--- src/gpio_ports_pkg.sv ---
// constants shared by the parallel port block: register indices, field positions, reset values
package gpio_ports_pkg;

  // register indices; byte address on the bus is four times the index
  localparam logic [15:0] IDX_PORT_A_DATA   = 16'h0000;
  localparam logic [15:0] IDX_PORT_B_DATA   = 16'h0001;
  localparam logic [15:0] IDX_PORT_C_DATA   = 16'h0002;
  localparam logic [15:0] IDX_PORT_D_DATA   = 16'h0003;
  localparam logic [15:0] IDX_PORT_A_DIR    = 16'h0004;
  localparam logic [15:0] IDX_PORT_B_DIR    = 16'h0005;
  localparam logic [15:0] IDX_PORT_C_DIR    = 16'h0006;
  localparam logic [15:0] IDX_PORT_D_DIR    = 16'h0007;
  localparam logic [15:0] IDX_OPTION        = 16'h0008;
  localparam logic [15:0] IDX_IRQ_STATUS    = 16'h0009;
  localparam logic [15:0] IDX_IRQ_MASK      = 16'h000a;
  localparam logic [15:0] IDX_PORT_B_IRQOPT = 16'h3ff0;

  localparam int          PORT_W       = 8;
  localparam int          PORT_D_PINS  = 7;
  // fourth port register bit 6 has no pin
  localparam logic [7:0]  PORT_D_MASK  = 8'hbf;

  // option register fields
  localparam int          OPT_RAM1_BIT      = 7;
  localparam int          OPT_RAM0_BIT      = 6;
  localparam int          OPT_IRQ_LEVEL_BIT = 1;
  localparam logic        OPT_IRQ_LEVEL_RST = 1'b1;
  localparam logic        OPT_RAM_RST       = 1'b0;

  // interrupt status: bits 7..0 second port pins, bit 8 dedicated pin
  localparam int          IRQ_SRC_W   = 9;
  localparam int          IRQ_PIN_BIT = 8;

  // fourth port pin positions of the serial functions
  localparam int          SCI_LSB = 0;
  localparam int          SCI_W   = 2;
  localparam int          SPI_LSB = 2;
  localparam int          SPI_W   = 4;

  // cycles after reset release before the mode strap is taken
  localparam logic [1:0]  STRAP_WAIT = 2'h2;

endpackage

--- src/parallel_io_ports.sv ---
// four parallel ports with direction control, second-port pin interrupts, AHB-Lite registers
`timescale 1ns/1ps
`default_nettype none
module parallel_io_ports
  import gpio_ports_pkg::*;
(
  input  wire  logic                   hclk,
  input  wire  logic                   hresetn,
  input  wire  logic                   hsel,
  input  wire  logic [31:0]            haddr,
  input  wire  logic [1:0]             htrans,
  input  wire  logic                   hwrite,
  input  wire  logic [2:0]             hsize,
  input  wire  logic [31:0]            hwdata,
  input  wire  logic                   hready,
  output logic                         hreadyout,
  output logic                         hresp,
  output logic [31:0]                  hrdata,
  input  wire  logic [PORT_W-1:0]      first_port_pins_in,
  output logic [PORT_W-1:0]            first_port_pins_out,
  output logic [PORT_W-1:0]            first_port_pins_oe,
  input  wire  logic [PORT_W-1:0]      second_port_pins_in,
  output logic [PORT_W-1:0]            second_port_pins_out,
  output logic [PORT_W-1:0]            second_port_pins_oe,
  output logic [PORT_W-1:0]            second_port_pullup_en,
  input  wire  logic [PORT_W-1:0]      third_port_pins_in,
  output logic [PORT_W-1:0]            third_port_pins_out,
  output logic [PORT_W-1:0]            third_port_pins_oe,
  input  wire  logic [PORT_D_PINS-1:0] fourth_port_pins_in,
  output logic [PORT_D_PINS-1:0]       fourth_port_pins_out,
  output logic [PORT_D_PINS-1:0]       fourth_port_pins_oe,
  input  wire  logic [SCI_W-1:0]       sci_pin_out,
  input  wire  logic [SCI_W-1:0]       sci_pin_oe,
  input  wire  logic [SPI_W-1:0]       spi_pin_out,
  input  wire  logic [SPI_W-1:0]       spi_pin_oe,
  input  wire  logic [PORT_W-1:0]      port_b_irq_option_nv,
  input  wire  logic                   full_io_mode,
  input  wire  logic                   irq_n,
  output logic                         ext_irq
);

  // ---------------- pin synchronisers ----------------
  logic [PORT_W-1:0]      a_sync;
  logic [PORT_W-1:0]      b_sync;
  logic [PORT_W-1:0]      b_fall;
  logic [PORT_W-1:0]      c_sync;
  logic [PORT_D_PINS-1:0] d_sync;
  logic [PORT_W-1:0]      bopt_sync;
  logic                   irq_sync;
  logic                   irq_fall;
  logic                   mode_sync;

  pin_sync #(.W(PORT_W)) u_sync_a (.clk(hclk), .rst_n(hresetn), .d(first_port_pins_in), .sync(a_sync), .fall());
  pin_sync #(.W(PORT_W)) u_sync_b (.clk(hclk), .rst_n(hresetn), .d(second_port_pins_in), .sync(b_sync), .fall(b_fall));
  pin_sync #(.W(PORT_W)) u_sync_c (.clk(hclk), .rst_n(hresetn), .d(third_port_pins_in), .sync(c_sync), .fall());
  pin_sync #(.W(PORT_D_PINS)) u_sync_d (.clk(hclk), .rst_n(hresetn), .d(fourth_port_pins_in), .sync(d_sync), .fall());
  pin_sync #(.W(PORT_W)) u_sync_o (.clk(hclk), .rst_n(hresetn), .d(port_b_irq_option_nv), .sync(bopt_sync), .fall());
  pin_sync #(.W(1)) u_sync_i (.clk(hclk), .rst_n(hresetn), .d(irq_n), .sync(irq_sync), .fall(irq_fall));
  pin_sync #(.W(1)) u_sync_m (.clk(hclk), .rst_n(hresetn), .d(full_io_mode), .sync(mode_sync), .fall());

  // ---------------- mode strap ----------------
  logic [1:0] strap_cnt_q;
  logic       full_io_q;

  // taken once after release; legacy (fourth port direction register ignored, option register off) until then
  always_ff @(posedge hclk or negedge hresetn) begin
    if (!hresetn) begin
      strap_cnt_q <= 2'h0;
      full_io_q   <= 1'b0;
    end else if (strap_cnt_q < STRAP_WAIT) begin
      strap_cnt_q <= strap_cnt_q + 2'h1;
    end else if (strap_cnt_q == STRAP_WAIT) begin
      strap_cnt_q <= strap_cnt_q + 2'h1;
      full_io_q   <= mode_sync;
    end
  end

  // ---------------- AHB-Lite slave ----------------
  logic        wr_pend_q;
  logic        rd_pend_q;
  logic [29:0] idx_q;
  logic [31:0] rd_val;
  logic        take;
  logic        wr;

  assign take = hsel & htrans[1] & hready;
  assign wr   = wr_pend_q;

  // writes complete with no wait; reads take one wait state so data comes from a flop
  always_ff @(posedge hclk or negedge hresetn) begin
    if (!hresetn) begin
      wr_pend_q <= 1'b0;
      rd_pend_q <= 1'b0;
      idx_q     <= 30'h0;
      hreadyout <= 1'b1;
      hresp     <= 1'b0;
      hrdata    <= 32'h0;
    end else begin
      wr_pend_q <= 1'b0;
      rd_pend_q <= 1'b0;
      hresp     <= 1'b0;
      if (rd_pend_q) begin
        hrdata    <= rd_val;
        hreadyout <= 1'b1;
      end else if (take) begin
        idx_q     <= haddr[31:2];
        wr_pend_q <= hwrite;
        rd_pend_q <= ~hwrite;
        hreadyout <= hwrite;
      end
    end
  end

  function automatic logic hit(input logic [29:0] i, input logic [15:0] r);
    hit = (i == {14'h0, r});
  endfunction

  // ---------------- port registers ----------------
  logic [PORT_W-1:0] data_a_q;
  logic [PORT_W-1:0] data_b_q;
  logic [PORT_W-1:0] data_c_q;
  logic [PORT_W-1:0] data_d_q;
  logic [PORT_W-1:0] dir_a_q;
  logic [PORT_W-1:0] dir_b_q;
  logic [PORT_W-1:0] dir_c_q;
  logic [PORT_W-1:0] dir_d_q;

  // data latches have no reset: their contents survive it
  always_ff @(posedge hclk) begin
    if (wr && hit(idx_q, IDX_PORT_A_DATA)) data_a_q <= hwdata[7:0];
    if (wr && hit(idx_q, IDX_PORT_B_DATA)) data_b_q <= hwdata[7:0];
    if (wr && hit(idx_q, IDX_PORT_C_DATA)) data_c_q <= hwdata[7:0];
    if (wr && hit(idx_q, IDX_PORT_D_DATA)) data_d_q <= hwdata[7:0] & PORT_D_MASK;
  end

  always_ff @(posedge hclk or negedge hresetn) begin
    if (!hresetn) begin
      dir_a_q <= 8'h00;
      dir_b_q <= 8'h00;
      dir_c_q <= 8'h00;
      dir_d_q <= 8'h00;
    end else if (wr) begin
      if (hit(idx_q, IDX_PORT_A_DIR)) dir_a_q <= hwdata[7:0];
      if (hit(idx_q, IDX_PORT_B_DIR)) dir_b_q <= hwdata[7:0];
      if (hit(idx_q, IDX_PORT_C_DIR)) dir_c_q <= hwdata[7:0];
      if (hit(idx_q, IDX_PORT_D_DIR)) dir_d_q <= hwdata[7:0] & PORT_D_MASK;
    end
  end

  // ---------------- option register ----------------
  logic opt_ram0_q;
  logic opt_ram1_q;
  logic irq_level_q;
  logic opt_written_q;
  logic opt_wr;

  assign opt_wr = wr & hit(idx_q, IDX_OPTION) & full_io_q;

  always_ff @(posedge hclk or negedge hresetn) begin
    if (!hresetn) begin
      opt_ram0_q    <= OPT_RAM_RST;
      opt_ram1_q    <= OPT_RAM_RST;
      irq_level_q   <= OPT_IRQ_LEVEL_RST;
      opt_written_q <= 1'b0;
    end else if (opt_wr) begin
      opt_ram0_q    <= hwdata[OPT_RAM0_BIT];
      opt_ram1_q    <= hwdata[OPT_RAM1_BIT];
      opt_written_q <= 1'b1;
      if (!opt_written_q) irq_level_q <= hwdata[OPT_IRQ_LEVEL_BIT];
    end
  end

  // ---------------- fourth port mapping ----------------
  logic [PORT_D_PINS-1:0] d_dir_pins;
  logic [PORT_D_PINS-1:0] d_data_pins;
  logic [PORT_D_PINS-1:0] ser_oe;
  logic [PORT_D_PINS-1:0] ser_out;
  logic [PORT_W-1:0]      d_dir_eff;
  logic [PORT_W-1:0]      d_pin_reg;

  assign d_dir_eff   = full_io_q ? dir_d_q : 8'h00;
  assign d_dir_pins  = {d_dir_eff[7], d_dir_eff[5:0]};
  assign d_data_pins = {data_d_q[7], data_d_q[5:0]};
  assign d_pin_reg   = {d_sync[6], 1'b0, d_sync[5:0]};

  always_comb begin
    ser_oe  = '0;
    ser_out = '0;
    ser_oe[SCI_LSB +: SCI_W]  = sci_pin_oe;
    ser_out[SCI_LSB +: SCI_W] = sci_pin_out;
    ser_oe[SPI_LSB +: SPI_W]  = spi_pin_oe;
    ser_out[SPI_LSB +: SPI_W] = spi_pin_out;
  end

  // ---------------- pin drivers ----------------
  always_ff @(posedge hclk or negedge hresetn) begin
    if (!hresetn) begin
      first_port_pins_out   <= 8'h00;
      first_port_pins_oe    <= 8'h00;
      second_port_pins_out  <= 8'h00;
      second_port_pins_oe   <= 8'h00;
      second_port_pullup_en <= 8'h00;
      third_port_pins_out   <= 8'h00;
      third_port_pins_oe    <= 8'h00;
      fourth_port_pins_out  <= 7'h00;
      fourth_port_pins_oe   <= 7'h00;
    end else begin
      first_port_pins_oe    <= dir_a_q;
      first_port_pins_out   <= data_a_q & dir_a_q;
      second_port_pins_oe   <= dir_b_q;
      second_port_pins_out  <= data_b_q & dir_b_q;
      second_port_pullup_en <= bopt_sync & ~dir_b_q;
      third_port_pins_oe    <= dir_c_q;
      third_port_pins_out   <= data_c_q & dir_c_q;
      fourth_port_pins_oe   <= ser_oe | d_dir_pins;
      fourth_port_pins_out  <= (ser_oe & ser_out) | (~ser_oe & d_dir_pins & d_data_pins);
    end
  end

  // ---------------- external interrupt ----------------
  logic [IRQ_SRC_W-1:0] src_en;
  logic [IRQ_SRC_W-1:0] src_low;
  logic [IRQ_SRC_W-1:0] src_fall;
  logic [IRQ_SRC_W-1:0] ev;
  logic [IRQ_SRC_W-1:0] clr;
  logic [IRQ_SRC_W-1:0] status_q;
  logic [IRQ_SRC_W-1:0] mask_q;

  assign src_en   = {1'b1, bopt_sync};
  assign src_low  = {~irq_sync, ~b_sync};
  assign src_fall = {irq_fall, b_fall};
  // level mode keeps setting the flag while the pin stays low
  assign ev       = src_en & (src_fall | ({IRQ_SRC_W{irq_level_q}} & src_low));
  assign clr      = (wr && hit(idx_q, IDX_IRQ_STATUS)) ? hwdata[IRQ_SRC_W-1:0] : '0;

  always_ff @(posedge hclk or negedge hresetn) begin
    if (!hresetn) begin
      status_q <= '0;
      mask_q   <= '0;
      ext_irq  <= 1'b0;
    end else begin
      status_q <= (status_q & ~clr) | ev; // set wins over clear
      if (wr && hit(idx_q, IDX_IRQ_MASK)) mask_q <= hwdata[IRQ_SRC_W-1:0];
      ext_irq  <= |(status_q & mask_q);
    end
  end

  // ---------------- read mux ----------------
  function automatic logic [7:0] mix(input logic [7:0] dir, input logic [7:0] dat, input logic [7:0] pin);
    mix = (dir & dat) | (~dir & pin);
  endfunction

  always_comb begin
    rd_val = 32'h0;
    if (hit(idx_q, IDX_PORT_A_DATA)) rd_val[7:0] = mix(dir_a_q, data_a_q, a_sync);
    if (hit(idx_q, IDX_PORT_B_DATA)) rd_val[7:0] = mix(dir_b_q, data_b_q, b_sync);
    if (hit(idx_q, IDX_PORT_C_DATA)) rd_val[7:0] = mix(dir_c_q, data_c_q, c_sync);
    if (hit(idx_q, IDX_PORT_D_DATA)) rd_val[7:0] = mix(d_dir_eff, data_d_q, d_pin_reg) & PORT_D_MASK;
    if (hit(idx_q, IDX_PORT_A_DIR)) rd_val[7:0] = dir_a_q;
    if (hit(idx_q, IDX_PORT_B_DIR)) rd_val[7:0] = dir_b_q;
    if (hit(idx_q, IDX_PORT_C_DIR)) rd_val[7:0] = dir_c_q;
    if (hit(idx_q, IDX_PORT_D_DIR)) rd_val[7:0] = dir_d_q;
    if (hit(idx_q, IDX_OPTION) && full_io_q) begin
      rd_val[OPT_RAM0_BIT]      = opt_ram0_q;
      rd_val[OPT_RAM1_BIT]      = opt_ram1_q;
      rd_val[OPT_IRQ_LEVEL_BIT] = irq_level_q;
    end
    if (hit(idx_q, IDX_IRQ_STATUS)) rd_val[IRQ_SRC_W-1:0] = status_q;
    if (hit(idx_q, IDX_IRQ_MASK)) rd_val[IRQ_SRC_W-1:0] = mask_q;
    if (hit(idx_q, IDX_PORT_B_IRQOPT)) rd_val[7:0] = bopt_sync;
  end

  // ---------------- assertions ----------------
  logic first_q;

  always_ff @(posedge hclk or negedge hresetn) begin
    if (!hresetn) first_q <= 1'b1;
    else first_q <= 1'b0;
  end
endmodule
`default_nettype wire

--- src/pin_sync.sv ---
// two-flop synchroniser with falling-edge detect for a group of pins
`timescale 1ns/1ps
`default_nettype none
module pin_sync #(
  parameter int W = 8
) (
  input  wire  logic         clk,
  input  wire  logic         rst_n,
  input  wire  logic [W-1:0] d,
  output logic       [W-1:0] sync,
  output logic       [W-1:0] fall
);

  logic [W-1:0] s1_q;
  logic [W-1:0] s2_q;
  logic [W-1:0] s3_q;

  // reset high: an idle pulled-up pin gives no edge at release
  always_ff @(posedge clk or negedge rst_n) begin
    if (!rst_n) begin
      s1_q <= '1;
      s2_q <= '1;
      s3_q <= '1;
    end else begin
      s1_q <= d;
      s2_q <= s1_q;
      s3_q <= s2_q;
    end
  end

  assign sync = s2_q;
  assign fall = s3_q & ~s2_q;

endmodule
`default_nettype wire
--- config.mk ---
export PLATFORM = sky130hd
export DESIGN_NAME = parallel_io_ports
export DESIGN_NICKNAME = d
export VERILOG_FILES = /design/src/gpio_ports_pkg.sv /design/src/parallel_io_ports.sv /design/src/pin_sync.sv
export SDC_FILE = /design/constraint.sdc
export NUM_CORES = 1
export LEC_CHECK = 0
export BUFFER_PORTS_ARGS = -buffer_cell sky130_fd_sc_hd__buf_2
export CAP_MARGIN = 20
export CELL_PAD_IN_SITES_DETAIL_PLACEMENT = 1
export CELL_PAD_IN_SITES_GLOBAL_PLACEMENT = 1
export CORE_AREA = 2 2 184 141
export DETAILED_ROUTE_END_ITERATION = 10
export DIE_AREA = 0 0 186 143
export PLACE_DENSITY = 0.77
export SYNTH_ARGS = -nofsm -noshare
export SYNTH_HDL_FRONTEND = slang
export SYNTH_SLANG_ARGS = --single-unit
--- constraint.sdc ---
create_clock -name hclk -period 7.6 [get_ports hclk]
set_input_delay 1.52 -clock hclk [delete_from_list [all_inputs] [get_ports hclk]]
set_output_delay 1.52 -clock hclk [all_outputs]
set_load 0.05 [all_outputs]
Word level (Yosys, flattened, before mapping). Cells that the tools add are included. W data, S select, Z words.

Add/sub/neg operators: 1. Order comparisons: 1. Equality and inequality tests: 12. Mux-type cells: 23. Bitwise gates (word level): 42. Reduce and logical (&&, ||, !) cells: 18.

Operators with widths (number): $eq A30 B3 Y1 const B (4); $eq A30 B4 Y1 const B (3); $and A8 B8 Y8 (10); $mux W8 (10); $eq A30 B2 Y1 const B (2); $not A8 Y8 (5); $and A9 B9 Y9 (4); $or A8 B8 Y8 (4); $eq A30 B1 Y1 const B (1); $eq A30 B14 Y1 const B (1); $logic_not A30 Y1 (1); $mux W9 (3); $or A9 B9 Y9 (2); $and A7 B7 Y7 (2); $or A6 B7 Y7 (2); $reduce_and A2 Y1 (7); $not A9 Y9 (1); $reduce_or A9 Y1 (1); $logic_and A1 B1 Y1 (7); $mux W1 (7); $not A6 Y7 (1); $and A6 B6 Y6 (1); $mux W2 (3); $and A1 B1 Y1 (5); other kinds (5) (10).

Bits in registers: 291. Input port bits: 127. Output and inout bits: 105. Logic and storage cells: 144.

Depth between registers and ports, before layout. Gate-level depths: netlist of run 1.

Depth in word-level cells: 15. Depth in mapped cells: 8. Gate-level depth less buffers: 6.

Cells and area by module. Synthesis of run 1 repeated with hierarchy kept, for this count alone.

Cells, all modules: 849. Area, all modules: 12361.9 µm².

Modules (own cells, without submodules): parallel_io_ports (instances 1, cells an instance 685, area each 8565.7 µm², seq. area each 5162.5 µm²); pin_sync at u_sync_a ... (instances 4, cells an instance 32, area each 740.7 µm², seq. area each 630.6 µm²); pin_sync at u_sync_d (instances 1, cells an instance 28, area each 648.1 µm², seq. area each 551.8 µm²); pin_sync at u_sync_i ... (instances 2, cells an instance 4, area each 92.6 µm², seq. area each 78.8 µm²).

Worst setup path after synthesis of run 1. Ideal clock, no wire load.

Path type: input to register. From: input port hsel. To: register idx_q[0]. Setup time: 125 ps. Arrival time: 2598 ps. Required time: 7475 ps. Path slack: 4878 ps. Stages on the path: 5. Buffers on the path: 2. Cells stage by stage: nand3_1 nand2b_1 clkbuf_1 buf_1 mux2_2.

Cells in the longest elaborated chain, start to end: 3.

RTL lines: from (decl) (line parallel_io_ports.sv:9) `input wire logic hsel,`; $and A1 B1 Y1 (2 in series) (line parallel_io_ports.sv:86) `assign take = hsel & htrans[1] & hready;`; $reduce_and A2 Y1 (no line); to (signal assigned) (line parallel_io_ports.sv:106) `idx_q <= haddr[31:2];`; to (decl) (line parallel_io_ports.sv:81) `logic [29:0] idx_q;`.

No other way between the ends. A chain may end at the register's enable or synchronous reset.

Worst setup path in the final report of run 1.
From: register idx_q[27]. To: register mask_q[1].

Cells in the longest elaborated chain, start to end: 2.

RTL lines: $eq A30 B4 Y1 (line parallel_io_ports.sv:115) `hit = (i == {14'h0, r});`; $logic_and A1 B1 Y1 (line parallel_io_ports.sv:243) `if (wr && hit(idx_q, IDX_IRQ_MASK)) mask_q <= hwdata[IRQ_SRC_W-1:0];`; to (signal assigned) (line parallel_io_ports.sv:243); to (decl) (line parallel_io_ports.sv:227) `logic [IRQ_SRC_W-1:0] mask_q;`.

No other way between the ends.

==> flow_metrics.tcl, run 1 <==
set metrics [dict create \
    dr.max_layer_used "met4" \
    power_mw 3.61 \
    slew_headroom_pct 28.0 \
    critPathArrivalTime_ns 3.85 \
    slew_violations 0 \
    ys_types 67 \
    grt_pass1_vias 7736 \
    synth.avg_cell_area_um2 13.8 \
    htree_levels 1 \
    rr_worst_depth 5 \
    timing.rr.end "mask_q[1]" \
    cts_hold_buf 0 \
    syn_to_final_growth_pct 20.2 \
    cts_buffers 29 \
    maxCapViolations 0 \
    avgRoutedWirePerCell_um 21.1 \
    cts_resized 0 \
    cp_max_fo 15 \
    yosysWarnings 0 \
    setup_viol 0 \
    hold_path_depth 0 \
    diodes 0 \
    synth_seq_cells 291 \
    clockBufferDepth 3 \
    wirelength_um 28300 \
    required_ns 8.02 \
    grt.overflow.total 0 \
    r2r_slack_ns 4.17 \
    final_cell_mix "177 x buf_2, 167 x dfrtp_1, 93 x dfstp_2" \
    met1_length_um 12400 \
    status "completed" \
    cts_setup_buffers 0 \
    wl_met2_um 13600 \
    worstMarginPinSlew_ns 1.07 \
    crit_path_start_kind "flip-flop" \
    place.gp.congestion 0.839 \
    vias 7083 \
    finalClockSkew_ns 0.0229 \
    stdcell_count 1341 \
    syn_inst 794 \
    ys_seq_area_share_pct 68.7 \
    hold_viol 0 \
    grt_pass1_wl_um 43500 \
    core_um2 24700 \
    timing.rr.start "idx_q[27]" \
    track_usage_pct 21.7 \
    synth_ff_type "dfrtp_1" \
    routed_via_density 5.28 \
    grt_antenna_before_repair 0 \
    final_util_pct 53.4 \
    antenna_left 0 \
    min_to "u_sync_d.sync[3]" \
    clk_pin_slew_ns 0.07 \
    power.leakage_nw 5.92 \
    worst-setup-path-type "reg -> reg" \
    power_density_nw_per_um2 273 \
    worstSkewPairLatency_ns 0.55 \
    place_inst 1286 \
    synth_edf_count 31 \
    cts.sinks 291 \
    period_share_pct 45.2 \
    fin_crit_ns 3.43 \
    dp_hpwl_um 19600 \
    final.setup.tns_ns 0 \
    io-pin-count 232 \
    first_iter_violations 372 \
    grt_max_degree 134 \
    fmax_mhz 291 \
    rsz0062_at_grt "no" \
    fp.dieH_um 143 \
    layout.cells.most_common "buf_2" \
    async_flop_share_pct 89.3 \
    worstHoldPathType "reg -> reg" \
    first_pass_iters 4 \
    vdd_drop_max_mv 0.186 \
    nets 1109 \
    yosysTopAreaCell "dfrtp_1" \
    min_from "u_sync_d.s1_q[3]" \
    syn_area_um2 11000 \
    rows 50 \
    dr_wl_met3_um 1690 \
    clockRootBuffer "clkbuf_16" \
    synth_top_area_share_pct 38.0 \
    start_util_pct 44.5 \
    drcViolationCount 0 \
    die_area_um2 26600 \
    io_buffer_count 178 \
    die_w_um 186 \
    layout-drive-gt1-share_pct 41.4 \
    cts_tree "built" \
    cp-end-kind "flip-flop" \
    synthTopCellsByArea "dfrtp_1 38%, dfstp_2 22%, edfxtp_1 8.5%, mux2_2 7.9%, buf_4 1.6%" \
]
==> critical path, stage by stage (launching register included) <==
cell     delay [ns]
dfrtp_1        0.37
nor4_1         0.45
nand4_1        0.71
nor4_4         0.84
and2_1         0.53
mux2_2         0.40
==> synthesized netlist by cell type, drive strengths merged, types with 6 or more instances <==
| library cell | n |
|---|---|
| nor2b | 28 |
| nand2b | 13 |
| clkbuf | 18 |
| nand2 | 43 |
| o211ai | 7 |
| mux2i | 6 |
| nor2 | 33 |
| buf | 33 |
| a221oi | 14 |
| dfrtp | 167 |
| dfstp | 93 |
| a21o | 7 |
| edfxtp | 31 |
| mux2 | 77 |
| o22ai | 6 |
| and2 | 27 |
| o21ai | 39 |
| nor4 | 10 |
| or4 | 7 |
| and3 | 11 |
| inv | 23 |
| nand3 | 13 |
| nor3 | 9 |
| a21oi | 14 |
==> metrics by stage <==
stage	hold WS [ns]	instance area, µm²	setup slack (ns)
floorplan	0.345	11100	4.88
global placement	0.346	12100	4.32
detailed placement	0.347	12100	4.27
CTS	0.350	13200	4.24
global route	0.354	13200	3.96
finish	0.348	13200	4.17
==> worst max-delay path by stage <==
stage | startpoint | end | slack, ns | cells past startpoint
floorplan | hsel | idx_q[0] | 4.88 | 5
global placement | idx_q[5] | data_b_q[2] | 4.32 | 5
detailed placement | idx_q[5] | data_b_q[2] | 4.27 | 5
CTS | idx_q[27] | mask_q[1] | 4.24 | 5
global route | idx_q[27] | mask_q[1] | 3.96 | 5
finish | idx_q[27] | mask_q[1] | 4.17 | 5
==> cells by family after synthesis <==
| kind of cell | synth area share [%] |
|---|---|
| buf+inv | 3.52 |
| xor+xnor | 0.0797 |
| simple gates | 10.6 |
| flops | 68.7 |
| compound gates | 8.35 |
| fa+ha+maj | 0.228 |
| other cells | 0.0341 |
| mux | 8.44 |
==> state kept, by name, indices dropped and copies added, names as in the netlist, 9 cells and up <==
name	flops
idx_q	30
hrdata	9
mask_q	9
status_q	9
==> area by class of cell <==
| class | count | area [µm²] |
|---|---|---|
| sequential | 291 | 7550 |
| multi-input combinational | 452 | 3140 |
| timing repair buffer | 183 | 951 |
| inverter | 23 | 86.3 |
| clock buffer | 34 | 754 |
| fill | 2510 | 11500 |
| clock inverter | 20 | 302 |
| tap | 338 | 423 |
==> report_power, final <==
part           internal [mW]  total, mW  switching (mW)
combinational          0.101      0.333           0.232
sequential              1.67       1.72          0.0497
clock                  0.953       1.56           0.608
total                   2.72       3.61           0.890
==> per-layer routing <==
layer	up-vias	global-route usage, %
li1	3153	-
met1	3653	29.3
met2	235	36.6
met3	42	4.11
met4	0	4.68
met5	-	0
(Power assumes the default switching activity.)
==> run 2: changes to the inputs <==
--- a/config.mk
+++ b/config.mk
@@ -9,10 +9,10 @@
 export CAP_MARGIN = 20
 export CELL_PAD_IN_SITES_DETAIL_PLACEMENT = 1
 export CELL_PAD_IN_SITES_GLOBAL_PLACEMENT = 1
-export CORE_AREA = 2 2 184 141
+export CORE_AREA = 2 2 186 142
 export DETAILED_ROUTE_END_ITERATION = 10
-export DIE_AREA = 0 0 186 143
-export PLACE_DENSITY = 0.77
+export DIE_AREA = 0 0 188 144
+export PLACE_DENSITY = 0.76
 export SYNTH_ARGS = -nofsm -noshare
 export SYNTH_HDL_FRONTEND = slang
 export SYNTH_SLANG_ARGS = --single-unit
==> constraint.sdc (replaced) <==
create_clock -name hclk -period 3.4 [get_ports hclk]
set_input_delay 0.68 -clock hclk [delete_from_list [all_inputs] [get_ports hclk]]
set_output_delay 0.68 -clock hclk [all_outputs]
set_load 0.05 [all_outputs]
==> flow_metrics.tcl, run 2 (synthesis results as in run 1) <==
set metrics [dict create \
    status "completed" \
    clockBufferDepth 3 \
    cts_tree "built" \
    io_buffer_count 178 \
    hold_viol 0 \
    internal-power_mw 5.86 \
    cp-end-kind "flip-flop" \
    power_mw 7.84 \
    vdd_drop_max_mv 0.370 \
    rr_worst_depth 5 \
    drcViolationCount 0 \
    required_ns 3.83 \
    pwr-share-clk_pct 41.3 \
    sw_frac_of_total_pct 25.3 \
    cp_max_fo 12 \
    final_cell_mix "177 x buf_2, 167 x dfrtp_1, 93 x dfstp_2" \
    period_share_pct 92.4 \
    layout.cells.most_common "buf_2" \
    worstMarginPinSlew_ns 0.780 \
    fp.dieH_um 144 \
    wirelength_um 28300 \
    grt.overflow.total 0 \
    grt_antenna_before_repair 1 \
    clk_pin_slew_ns 0.06 \
    grt_pass1_vias 7664 \
    switching_power_mw 1.99 \
    antenna_left 0 \
    place.gp.congestion 0.816 \
    worst-setup-path-type "reg -> reg" \
    final.setup.tns_ns 0 \
    pwr-share-comb_pct 9.6 \
    rsz0062_at_grt "no" \
    die_area_um2 27100 \
    fin_area_um2 13300 \
    grt_pass1_wl_um 44600 \
    clockRootBuffer "clkbuf_16" \
    slew_headroom_pct 48.0 \
    first_iter_violations 390 \
    nFillCells 2604 \
    dp_hpwl_um 20100 \
    grt_max_degree 98 \
    start_util_pct 43.2 \
    finalWorstSetupSlack_ns 0.257 \
    rows 51 \
    fin_crit_ns 3.14 \
    layout-drive-gt1-share_pct 42.1 \
    htree_levels 1 \
    core_um2 25500 \
    p_seq_share_pct 49.0 \
    avgRoutedWirePerCell_um 20.8 \
    power_density_nw_per_um2 591 \
    r2r_slack_ns 0.26 \
    nets 1125 \
    critPathArrivalTime_ns 3.58 \
    dp_slack_ns 0.320 \
    setup_viol 0 \
    power.leakage_nw 6.00 \
    cts_resized 0 \
    regMostFlops "idx_q" \
    vias 7160 \
    largest_reg_flops 30 \
    fmax_mhz 318 \
    io-pin-count 232 \
    first_pass_iters 5 \
    slew_violations 0 \
    cts_setup_buffers 0 \
    maxCapViolations 0 \
    placed_cell_area_um2 12300 \
    cts.sinks 291 \
    syn_to_final_growth_pct 20.7 \
    crit_path_start_kind "flip-flop" \
    routed_via_density 5.25 \
    final_util_pct 52.1 \
    track_usage_pct 21.5 \
    cts_hold_buf 0 \
    worstSkewPairLatency_ns 0.57 \
    cts_buffers 29 \
    finalClockSkew_ns 0.0213 \
    die_w_um 188 \
    worstHoldPathType "in -> async" \
]
## run 2: power groups by stage
stage                     registers (mW)  logic [mW]  clock network (mW)
after CTS                           3.85       0.766                3.32
after detailed placement            3.90       0.760                   0
after global placement              3.89       0.742                   0
after global routing                3.87       0.822                3.46
final                               3.84       0.756                3.24
after floorplan                     3.97       0.379                   0
## run 2: metrics by stage
step / hold slack (ns) / cells
after global placement: 0.346 / 1309
after detailed placement: 0.347 / 1309
final: 0.165 / 1364
after global routing: 0.193 / 1364
after floorplan: 0.345 / 817
after CTS: 0.190 / 1363
## run 2: per-layer routing
metal  track usage [%]  wire, µm
met3              3.98      1600
met5                 0         0
met2              35.0     13300
met1              30.3     12900
met4              5.06       528
## run 2: final cells by class
class / count / area, µm² / area share (%)
clock buffer: 39 / 803 / 6.05
tap: 344 / 430 / 3.24
antenna: 1 / 2.50 / 0.0189
sequential: 291 / 7550 / 56.9
timing repair buffer: 199 / 1100 / 8.26
multi-input combinational: 452 / 3140 / 23.6
inverter: 23 / 86.3 / 0.651
clock inverter: 15 / 159 / 1.20
## run 2: worst paths after layout
check,startpoint,to
min,hresetn,third_port_pins_out[0]
max reg2reg,idx_q[5],mask_q[1]
min in group hclk,first_port_pins_in[3],u_sync_a.s1_q[3]
min reg2reg,u_sync_c.s1_q[3],u_sync_c.sync[3]
max in group asynchronous,hresetn,u_sync_d.sync[0]
max,idx_q[5],mask_q[1]
## run 2: worst max-delay path, stage by stage (launching register included)
cell     delay (ns)
dfrtp_1        0.39
or4_1          0.68
or3_4          0.48
nor4_4         0.53
and2_1         0.53
mux2_2         0.40
